$ cat src/design/tcd_pkg.sv
package tcd_pkg;
  // data widths
  localparam int ADC_W = 12;
  localparam int DOT_W = 16;
  localparam int ADR_W = 10;

  // register indices; byte address is index times four
  localparam logic [7:0] IDX_XTOUCH = 8'h24;  // x touch adc result, ro
  localparam logic [7:0] IDX_YTOUCH = 8'h26;  // y touch adc result, ro
  localparam logic [7:0] IDX_XDOT   = 8'h28;  // x dot result, ro
  localparam logic [7:0] IDX_YDOT   = 8'h2A;  // y dot result, ro
  localparam logic [7:0] IDX_A_XDOT = 8'h2C;
  localparam logic [7:0] IDX_A_YDOT = 8'h2E;
  localparam logic [7:0] IDX_B_XDOT = 8'h30;
  localparam logic [7:0] IDX_B_YDOT = 8'h32;
  localparam logic [7:0] IDX_C_XDOT = 8'h34;
  localparam logic [7:0] IDX_C_YDOT = 8'h36;
  localparam logic [7:0] IDX_A_XADC = 8'h38;
  localparam logic [7:0] IDX_A_YADC = 8'h3A;
  localparam logic [7:0] IDX_B_XADC = 8'h3C;
  localparam logic [7:0] IDX_B_YADC = 8'h3E;
  localparam logic [7:0] IDX_C_XADC = 8'h40;
  localparam logic [7:0] IDX_C_YADC = 8'h42;
  localparam logic [7:0] IDX_XSCALE = 8'h44;
  localparam logic [7:0] IDX_YSCALE = 8'h46;

  // scale registers hold dots per count times this
  localparam logic signed [29:0] SCALE_MUL = 30'sh3E8;
  // read answer for unmapped addresses
  localparam logic [31:0] RD_UNMAPPED = 32'h0000_0000;

  // conversion sequencer
  typedef enum logic [1:0] {
    ST_IDLE = 2'b01,
    ST_CALC = 2'b10
  } tcd_st_t;

  // sample from the panel a/d path
  typedef struct packed {
    logic        pen;
    logic [11:0] x;
    logic [11:0] y;
  } tcd_touch_t;

  // whole state of the block
  typedef struct packed {
    tcd_st_t     st;
    logic        pen;
    logic        ack;
    logic [31:0] rdat;
    logic [15:0] a_xdot;
    logic [15:0] a_ydot;
    logic [15:0] b_xdot;
    logic [15:0] b_ydot;
    logic [15:0] c_xdot;
    logic [15:0] c_ydot;
    logic [11:0] a_xadc;
    logic [11:0] a_yadc;
    logic [11:0] b_xadc;
    logic [11:0] b_yadc;
    logic [11:0] c_xadc;
    logic [11:0] c_yadc;
    logic [15:0] xscale;
    logic [15:0] yscale;
    logic [11:0] xtouch;
    logic [11:0] ytouch;
    logic [15:0] xdot;
    logic [15:0] ydot;
  } tcd_state_t;
endpackage

$ cat src/design/tcd_touch_cal.sv
`timescale 1ns/1ps
// What this block does
// point B dot registers, read/write, reset zero
// software keeps off point C dot registers
// point A adc registers, upper nibble zero
// point B adc registers, upper nibble zero
// software keeps off point C adc registers
// x scale register, dots per count times 1000
// x dot from scale, A dot, A adc
// no x calculation while x scale zero
// y scale register, dots per count times 1000
// y dot from scale, A dot, A adc
// no y calculation while y scale zero
// pen on loads adc and dot results
// software uses dots only after calibration
// (adc minus A adc) times scale /1000 plus A dot
module tcd_touch_cal #(
  parameter int ADC_W = 12
) (
  input  wire logic                clock_i,
  input  wire logic                rst_b_i,
  input  wire logic                wb_cyc_i,
  input  wire logic                wb_stb_i,
  input  wire logic                wb_we_i,
  input  wire logic [9:0]          wb_adr_i,
  input  wire logic [3:0]          wb_sel_i,
  input  wire logic [31:0]         wb_dat_i,
  output logic      [31:0]         wb_dat_o,
  output logic                     wb_ack_o,
  input  wire tcd_pkg::tcd_touch_t touch_i,
  output logic      [15:0]         x_dot_result_o,
  output logic      [15:0]         y_dot_result_o
);

  // the state layout is fixed by the package
  if (ADC_W != tcd_pkg::ADC_W) begin : g_chk_w
    $error("ADC_W must match the package width");
  end

  tcd_pkg::tcd_state_t state_r;    // registered state
  tcd_pkg::tcd_state_t state_nxt;  // next state
  logic [7:0]          idx;        // register index of request
  logic                req_go;     // new request this cycle
  logic                wr_go;      // new write this cycle
  logic                pen_rise;   // pen went from off to on

  // merge the two low byte lanes into a 16-bit register
  function automatic logic [15:0] lane16(input logic [15:0] old,
                                         input logic [31:0] d,
                                         input logic [3:0]  sel);
    lane16 = {sel[1] ? d[15:8] : old[15:8], sel[0] ? d[7:0] : old[7:0]};
  endfunction

  // dot conversion, truncates toward zero; result wraps at 16 bits
  function automatic logic [15:0] dot_calc(input logic [11:0] adc,
                                           input logic [11:0] ref_adc,
                                           input logic [15:0] scale,
                                           input logic [15:0] ref_dot);
    logic signed [12:0] diff;
    logic signed [29:0] prod;
    logic signed [29:0] quo;
    diff = $signed({1'b0, adc}) - $signed({1'b0, ref_adc});
    // widen both operands first so the product is never formed at 17 bits
    prod = 30'(diff) * 30'($signed({1'b0, scale}));
    quo  = prod / tcd_pkg::SCALE_MUL;
    dot_calc = 16'(quo[15:0] + ref_dot);
  endfunction

  // bus request decode; ack low means a new request
  assign idx      = wb_adr_i[9:2];
  assign req_go   = wb_cyc_i & wb_stb_i & ~state_r.ack;
  assign wr_go    = req_go & wb_we_i;
  assign pen_rise = touch_i.pen & ~state_r.pen;

  // next-state logic: bus slave, capture and conversion
  always_comb begin
    state_nxt     = state_r;
    state_nxt.pen = touch_i.pen;
    // single-cycle registered ack, dropped the cycle after
    state_nxt.ack = req_go;
    if (req_go) begin
      state_nxt.rdat = tcd_pkg::RD_UNMAPPED;
    end
    // read mux; unmapped addresses answer zero
    if (req_go && !wb_we_i) begin
      if (idx == tcd_pkg::IDX_XTOUCH) begin
        state_nxt.rdat = {20'h0_0000, state_r.xtouch};
      end else if (idx == tcd_pkg::IDX_YTOUCH) begin
        state_nxt.rdat = {20'h0_0000, state_r.ytouch};
      end else if (idx == tcd_pkg::IDX_XDOT) begin
        state_nxt.rdat = {16'h0000, state_r.xdot};
      end else if (idx == tcd_pkg::IDX_YDOT) begin
        state_nxt.rdat = {16'h0000, state_r.ydot};
      end else if (idx == tcd_pkg::IDX_A_XDOT) begin
        state_nxt.rdat = {16'h0000, state_r.a_xdot};
      end else if (idx == tcd_pkg::IDX_A_YDOT) begin
        state_nxt.rdat = {16'h0000, state_r.a_ydot};
      end else if (idx == tcd_pkg::IDX_B_XDOT) begin
        state_nxt.rdat = {16'h0000, state_r.b_xdot};
      end else if (idx == tcd_pkg::IDX_B_YDOT) begin
        state_nxt.rdat = {16'h0000, state_r.b_ydot};
      end else if (idx == tcd_pkg::IDX_C_XDOT) begin
        state_nxt.rdat = {16'h0000, state_r.c_xdot};
      end else if (idx == tcd_pkg::IDX_C_YDOT) begin
        state_nxt.rdat = {16'h0000, state_r.c_ydot};
      end else if (idx == tcd_pkg::IDX_A_XADC) begin
        state_nxt.rdat = {20'h0_0000, state_r.a_xadc};
      end else if (idx == tcd_pkg::IDX_A_YADC) begin
        state_nxt.rdat = {20'h0_0000, state_r.a_yadc};
      end else if (idx == tcd_pkg::IDX_B_XADC) begin
        state_nxt.rdat = {20'h0_0000, state_r.b_xadc};
      end else if (idx == tcd_pkg::IDX_B_YADC) begin
        state_nxt.rdat = {20'h0_0000, state_r.b_yadc};
      end else if (idx == tcd_pkg::IDX_C_XADC) begin
        state_nxt.rdat = {20'h0_0000, state_r.c_xadc};
      end else if (idx == tcd_pkg::IDX_C_YADC) begin
        state_nxt.rdat = {20'h0_0000, state_r.c_yadc};
      end else if (idx == tcd_pkg::IDX_XSCALE) begin
        state_nxt.rdat = {16'h0000, state_r.xscale};
      end else if (idx == tcd_pkg::IDX_YSCALE) begin
        state_nxt.rdat = {16'h0000, state_r.yscale};
      end
    end
    // writes; result registers are read-only and ignore them
    if (wr_go) begin
      if (idx == tcd_pkg::IDX_A_XDOT) begin
        state_nxt.a_xdot = lane16(state_r.a_xdot, wb_dat_i, wb_sel_i);
      end else if (idx == tcd_pkg::IDX_A_YDOT) begin
        state_nxt.a_ydot = lane16(state_r.a_ydot, wb_dat_i, wb_sel_i);
      end else if (idx == tcd_pkg::IDX_B_XDOT) begin
        state_nxt.b_xdot = lane16(state_r.b_xdot, wb_dat_i, wb_sel_i);
      end else if (idx == tcd_pkg::IDX_B_YDOT) begin
        state_nxt.b_ydot = lane16(state_r.b_ydot, wb_dat_i, wb_sel_i);
      end else if (idx == tcd_pkg::IDX_C_XDOT) begin
        // reserved storage, kept only so a stray write is harmless
        state_nxt.c_xdot = lane16(state_r.c_xdot, wb_dat_i, wb_sel_i);
      end else if (idx == tcd_pkg::IDX_C_YDOT) begin
        state_nxt.c_ydot = lane16(state_r.c_ydot, wb_dat_i, wb_sel_i);
      end else if (idx == tcd_pkg::IDX_A_XADC) begin
        // upper nibble is read-only and dropped
        state_nxt.a_xadc = 12'(lane16({4'h0, state_r.a_xadc}, wb_dat_i, wb_sel_i));
      end else if (idx == tcd_pkg::IDX_A_YADC) begin
        state_nxt.a_yadc = 12'(lane16({4'h0, state_r.a_yadc}, wb_dat_i, wb_sel_i));
      end else if (idx == tcd_pkg::IDX_B_XADC) begin
        state_nxt.b_xadc = 12'(lane16({4'h0, state_r.b_xadc}, wb_dat_i, wb_sel_i));
      end else if (idx == tcd_pkg::IDX_B_YADC) begin
        state_nxt.b_yadc = 12'(lane16({4'h0, state_r.b_yadc}, wb_dat_i, wb_sel_i));
      end else if (idx == tcd_pkg::IDX_C_XADC) begin
        state_nxt.c_xadc = 12'(lane16({4'h0, state_r.c_xadc}, wb_dat_i, wb_sel_i));
      end else if (idx == tcd_pkg::IDX_C_YADC) begin
        state_nxt.c_yadc = 12'(lane16({4'h0, state_r.c_yadc}, wb_dat_i, wb_sel_i));
      end else if (idx == tcd_pkg::IDX_XSCALE) begin
        state_nxt.xscale = lane16(state_r.xscale, wb_dat_i, wb_sel_i);
      end else if (idx == tcd_pkg::IDX_YSCALE) begin
        state_nxt.yscale = lane16(state_r.yscale, wb_dat_i, wb_sel_i);
      end
    end
    // sequencer: capture on pen-on, convert the cycle after
    case (state_r.st)
      tcd_pkg::ST_IDLE: begin
        if (pen_rise) begin
          state_nxt.xtouch = touch_i.x;
          state_nxt.ytouch = touch_i.y;
          state_nxt.st     = tcd_pkg::ST_CALC;
        end
      end
      tcd_pkg::ST_CALC: begin
        // a zero scale leaves the old dot result in place
        if (state_r.xscale != 16'h0000) begin
          state_nxt.xdot = dot_calc(state_r.xtouch, state_r.a_xadc,
                                    state_r.xscale, state_r.a_xdot);
        end
        if (state_r.yscale != 16'h0000) begin
          state_nxt.ydot = dot_calc(state_r.ytouch, state_r.a_yadc,
                                    state_r.yscale, state_r.a_ydot);
        end
        state_nxt.st = tcd_pkg::ST_IDLE;
      end
      default: begin
        state_nxt.st = tcd_pkg::ST_IDLE;
      end
    endcase
  end

  // state register; every field resets to zero except st, which loads ST_IDLE
  always_ff @(posedge clock_i or negedge rst_b_i) begin
    if (!rst_b_i) begin
      state_r    <= '0;
      state_r.st <= tcd_pkg::ST_IDLE;
    end else begin
      state_r <= state_nxt;
    end
  end

  // outputs straight from the state register
  assign wb_dat_o       = state_r.rdat;
  assign wb_ack_o       = state_r.ack;
  assign x_dot_result_o = state_r.xdot;
  assign y_dot_result_o = state_r.ydot;
endmodule // tcd_touch_cal

$ cat config.mk
export PLATFORM = sky130hd
export DESIGN_NAME = tcd_touch_cal
export DESIGN_NICKNAME = d
export VERILOG_FILES = /design/src/design/tcd_pkg.sv /design/src/design/tcd_touch_cal.sv
export SDC_FILE = /design/constraint.sdc
export NUM_CORES = 2
export LEC_CHECK = 0
export BUFFER_PORTS_ARGS = -buffer_cell sky130_fd_sc_hd__buf_2
export CORE_ASPECT_RATIO = 0.75
export CORE_UTILIZATION = 60
export CTS_CLUSTER_DIAMETER = 150
export CTS_CLUSTER_SIZE = 16
export DETAILED_ROUTE_END_ITERATION = 8
export GPL_ROUTABILITY_DRIVEN = 0
export PLACE_DENSITY = 0.77
export SLEW_MARGIN = 20
export SYNTH_ARGS = -nofsm -noshare
export SYNTH_HDL_FRONTEND = slang
export SYNTH_SLANG_ARGS = --single-unit
$ cat constraint.sdc
create_clock -name clock_i -period 29.9 [get_ports clock_i]
set_clock_uncertainty 0.15 [all_clocks]
set_input_delay 5.98 -clock clock_i [delete_from_list [all_inputs] [get_ports clock_i]]
set_output_delay 5.98 -clock clock_i [all_outputs]
set_load 0.02 [all_outputs]
# Word level (Yosys, flattened, before mapping)

Cells that the tools add are included.

Word-level logic and storage cells: 141
Flip-flop bits (word level): 292
Input port bits: 76
Output and inout bits: 65

$mul: 2
Bitwise logic cells: 19
Mux-type cells: 22
Div/mod/pow operators: 2
Equality and inequality tests: 21
Add/subtract/negate cells: 4
Reductions and logical operators: 35

Operators by type and width:

| operator                 | number |
|---|---|
| $mux W32                 | 20 |
| $eq A8 B6 Y1 const B     | 14 |
| $div A30 B11 Y30 const B | 2 |
| $mul A13 B17 Y30         | 2 |
| $add A16 B16 Y16         | 2 |
| $eq A8 B7 Y1 const B     | 4 |
| $reduce_and A16 Y1       | 2 |
| $reduce_bool A16 Y1      | 2 |
| $reduce_and A15 Y1       | 2 |
| $reduce_and A14 Y1       | 2 |
| $reduce_and A13 Y1       | 2 |
| $sub A12 B12 Y13         | 2 |
| $reduce_and A12 Y1       | 2 |
| $reduce_and A11 Y1       | 2 |
| $reduce_and A10 Y1       | 2 |
| $reduce_and A9 Y1        | 2 |
| $reduce_and A8 Y1        | 2 |
| $not A1 Y1               | 15 |
| $reduce_and A7 Y1        | 2 |
| $reduce_and A6 Y1        | 2 |
| $reduce_and A5 Y1        | 2 |
| $reduce_and A4 Y1        | 2 |
| $reduce_and A2 Y1        | 3 |
| $reduce_and A3 Y1        | 2 |
| other kinds (7)          | 11 |

# Depth between registers and ports, before layout

Word-level depth: 22
Depth in mapped cells: 115
Mapped depth without buffers: 102

# Worst setup path after synthesis

Ideal clock, no wire load.

Path type: reg2reg
From: reg state_r[137] (netlist name)
To: reg state_r (netlist bit y_dot_result_o[15])
Cell stages (with the launch flop): 107
Data arrival time: 24,982 ps
Library setup time: 141 ps
Period minus slack after synthesis: 25,273 ps
Data required time: 29,609 ps
Buffers on the path: 5
Slack: 4,627 ps
Cell sequence: dfrtp_1 -> inv_1 -> ha_1 -> nor2b_1 -> o21ai_0 -> nand2b_1 -> a21o_1 -> a21o_1 -> a21o_1 -> a21o_1 -> a21o_1 -> a21o_1 -> a21o_1 -> a21oi_1 -> xnor2_1 -> clkbuf_1 -> nand2_1 -> fa_1 -> (+71 left out) -> a21o_1 -> a21o_1 -> a21oi_1 -> o21bai_1 -> a21oi_1 -> o21bai_1 -> a21oi_1 -> o21bai_1 -> a21oi_1 -> o21bai_1 -> a21oi_1 -> o21bai_1 -> a21oi_1 -> xnor2_1 -> xnor2_1 -> and2b_1 -> o21ai_0 -> o311ai_1

Longest elaborated chain between the ends: 4

RTL lines:

| what                   | line                 | RTL |
|---|---|---|
| from (decl)            | tcd_touch_cal.sv:40  | `tcd_pkg::tcd_state_t state_r;` |
| from (signal assigned) | tcd_touch_cal.sv:191 | `state_r <= state_nxt;` |
| $sub A12 B12 Y13       | tcd_touch_cal.sv:62  | `diff = $signed({1'b0, adc}) - $signed({1'b0, ref_adc});` |
| $mul A13 B17 Y30       | tcd_touch_cal.sv:64  | `prod = 30'(diff) * 30'($signed({1'b0, scale}));` |
| $div A30 B11 Y30       | tcd_touch_cal.sv:65  | `quo = prod / tcd_pkg::SCALE_MUL;` |
| $add A16 B16 Y16       | tcd_touch_cal.sv:66  | `dot_calc = 16'(quo[15:0] + ref_dot);` |

Every way passes these cells.
A chain may end at the register's enable or synchronous reset.

# Worst setup path in the final report

From: reg state_r[33] (netlist name)
To: reg state_r (netlist bit y_dot_result_o[15])

The elaborated chain is that of the path after synthesis.

==> flow_metrics.tcl <==
set metrics [dict create \
    status "complete, no violations" \
    synth_largest_area_cell "dfrtp_1" \
    drive_above_1_share_pct 14.17 \
    slew_headroom_pct 24.58 \
    initial_core_util_pct 60.89 \
    synthTopCellsByArea "dfrtp_1 17%, fa_1 14%, ha_1 7.5%" \
    critPathKind "register to register" \
    grt_max_degree 102 \
    tns_ns 0 \
    worst_path_most_repeated_cell "a21o_1" \
    fillCellCount 6172 \
    required_ns 30.19 \
    clock_path_buffers 3 \
    whs_path_depth 1 \
    regArea_sq_um 7308 \
    period_share_pct 95.34 \
    hp-class "register to register" \
    cts_root_buf "clkbuf_16" \
    grt_use_total_pct 34.28 \
    clk_pin_slew_ns 0.08 \
    end_kind "register" \
    portBuffers 120 \
    vias 40360 \
    cts_tree "yes" \
    rows 85 \
    synth_ff_type "dfrtp_1" \
    synth_nets 5821 \
    wirelength_mm 129.3 \
    die_w_um 314.4 \
    final-setup-viol-count 0 \
    synth_top_area_share_pct 16.59 \
    syn_avg_cell_area_sq_um 8.494 \
    cts_buffers 23 \
    fmax_ghz 0.03508 \
    dpl_cell_area_sq_um 44830 \
    timing.final.max_slew_violations 0 \
    cts_htree_levels 1 \
    route.detailed.drc 0 \
    yosys.cell_types.count 146 \
    grt_pass1_wl_mm 206.5 \
    yosysSeqAreaShare_pct 16.65 \
    ff2ff_path_depth 103 \
    fin_area_sq_um 46210 \
    drt-initial-drc-count 4099 \
    crit_family "compound AO/OA/AOI/OAI gates" \
    antenna_found_initial 1 \
    hold_viol 0 \
    die_height_um 236.3 \
    ys_seq_elements 292 \
    nNetsFinal 5770 \
    grt_pass1_vias 38130 \
    multi_input_area_sq_um 34380 \
    tightest_slew_ns 1.120 \
    critPathLaunchType "register" \
    netlist_area_sq_um 43900 \
    postCtsHoldBufs 0 \
    cap_violations 0 \
    critPathMaxFanout 16 \
    crit_cells 103 \
    synth_edf_count 0 \
    core_sq_um 72110 \
    dieArea_sq_um 74270 \
    cts_sinks 292 \
    drt-pass1-iter-count 9 \
    syn2layout_area_growth_pct 5.241 \
    period_needed_ns 28.51 \
    crit_buf_inv 6 \
    synth_warnings 0 \
    ant_nets 0 \
    post_drt_wl_per_cell_um 21.23 \
    cp.arrival_ns 28.80 \
    slowest_delay_ns 0.71 \
    grt_overflow 0 \
    via_per_inst 6.629 \
    ys_async_sr_fraction_pct 100.0 \
    clock_latency_ns 0.59 \
    pin_count 141 \
    place.detailed.hpwl_mm 100.0 \
    slowest_stage "a211oi_1" \
    syn_inst 5169 \
]
==> cell families (layout without fill, tap and decap cells) <==
family | Yosys count | in the layout | share of synthesized area, %
compound gates | 1391 | 1391 | 22.65
other cells | 0 | 1 | 0
fa+ha+maj | 586 | 586 | 21.98
xor+xnor | 289 | 289 | 5.902
buf+inv | 668 | 630 | 6.597
simple gates | 1637 | 1637 | 18.47
flops | 292 | 292 | 16.65
mux | 306 | 306 | 7.754
==> final cells by class <==
| cell class | instances | area share, % |
|---|---|---|
| Clock inverter | 3 | 0.1137 |
| Tap cell | 957 | 2.591 |
| Sequential cell | 292 | 15.82 |
| Clock buffer | 35 | 1.343 |
| Multi-Input combinational cell | 4209 | 74.40 |
| Timing Repair Buffer | 191 | 2.475 |
| Inverter | 401 | 3.258 |
| Antenna cell | 1 | 0.005416 |
==> through the flow <==
step | hold slack, ns | worst slack (ns) | util, % | instances
finish | 0.3266 | 1.394 | 64.08 | 6089
floorplan | 0.3048 | 4.627 | - | 5169
global route | 0.3490 | -0.1778 | 64.08 | 6088
detailed placement | 0.3158 | 0.7820 | 62.17 | 6035
global placement | 0.3128 | 1.091 | 62.17 | 6035
CTS | 0.3328 | 0.6428 | 63.11 | 6073
==> final timing paths <==
check	from	to	slack [ns]
worst max-delay path	state_r[33]	y_dot_result_o[15]	1.39
worst min-delay path	wb_dat_o[20]	wb_dat_o[20]	0.33
worst max register to register	state_r[33]	y_dot_result_o[15]	1.39
worst min register to register	wb_dat_o[20]	wb_dat_o[20]	0.33
max in group asynchronous	rst_b_i	wb_dat_o[30]	22.16
min in group asynchronous	rst_b_i	state_r[37]	5.28
==> per-layer routing <==
| metal | vias to the layer above | global-route usage (%) | wire length (um) |
|---|---|---|---|
| li1 | 18360 | - | - |
| met1 | 19820 | 48.89 | 55020 |
| met2 | 1904 | 51.80 | 56080 |
| met3 | 279 | 6.752 | 13040 |
| met4 | 2 | 11.55 | 5124 |
| met5 | - | 0 | 13 |
==> state kept, by name (all words and copies together) (netlist names) <==
signal / flops
y_dot_result_o: 16
wb_ack_o: 1
state_r: 227
x_dot_result_o: 16
wb_dat_o: 32
==> cells in the final DEF (no fill, tap or decap), types with 153 or more instances in the layout <==
| cell | n |
|---|---|
| and2_1 | 153 |
| xnor2_1 | 184 |
| nor2_1 | 319 |
| nand2_1 | 531 |
| ha_1 | 264 |
| dfrtp_1 | 291 |
| a21oi_1 | 248 |
| fa_1 | 312 |
| inv_1 | 399 |
| o21ai_0 | 245 |
| mux2_2 | 241 |
==> worst register-to-register path: cells and delay by family (launching register included) <==
family	cells	cell delay, ns
buffers and inverters	6	0.85
AOI/OAI and AO/OA	53	12.94
xor gates and xnor gates	6	1.43
and+or+nand+nor	19	4.98
adders and majority gates	10	4.61
DFF	1	0.45
muxes	9	2.97
==> synthesized netlist by cell type (69+ instances only) <==
cell      instances
nand3_1         120
mux2_2          241
a21oi_1         252
o21ai_0         247
dfrtp_1         291
a211oi_1         69
fa_1            312
buf_4            80
and2_1          153
inv_1           399
nor2_1          325
nand2_1         533
xor2_1           85
xnor2_1         196
clkbuf_1        151
ha_1            264
nor3_1           92
o211ai_1        102
a21o_1           93
==> repair_timing <==
action                     in CTS  in global routing
resized for setup               0                 96
setup buffers                   0                 15
setup endpoints to repair       0                 18
Power is left out: the tool's default activity adds up to more than one toggle a clock period on the data nets, which glitch-free logic cannot reach.
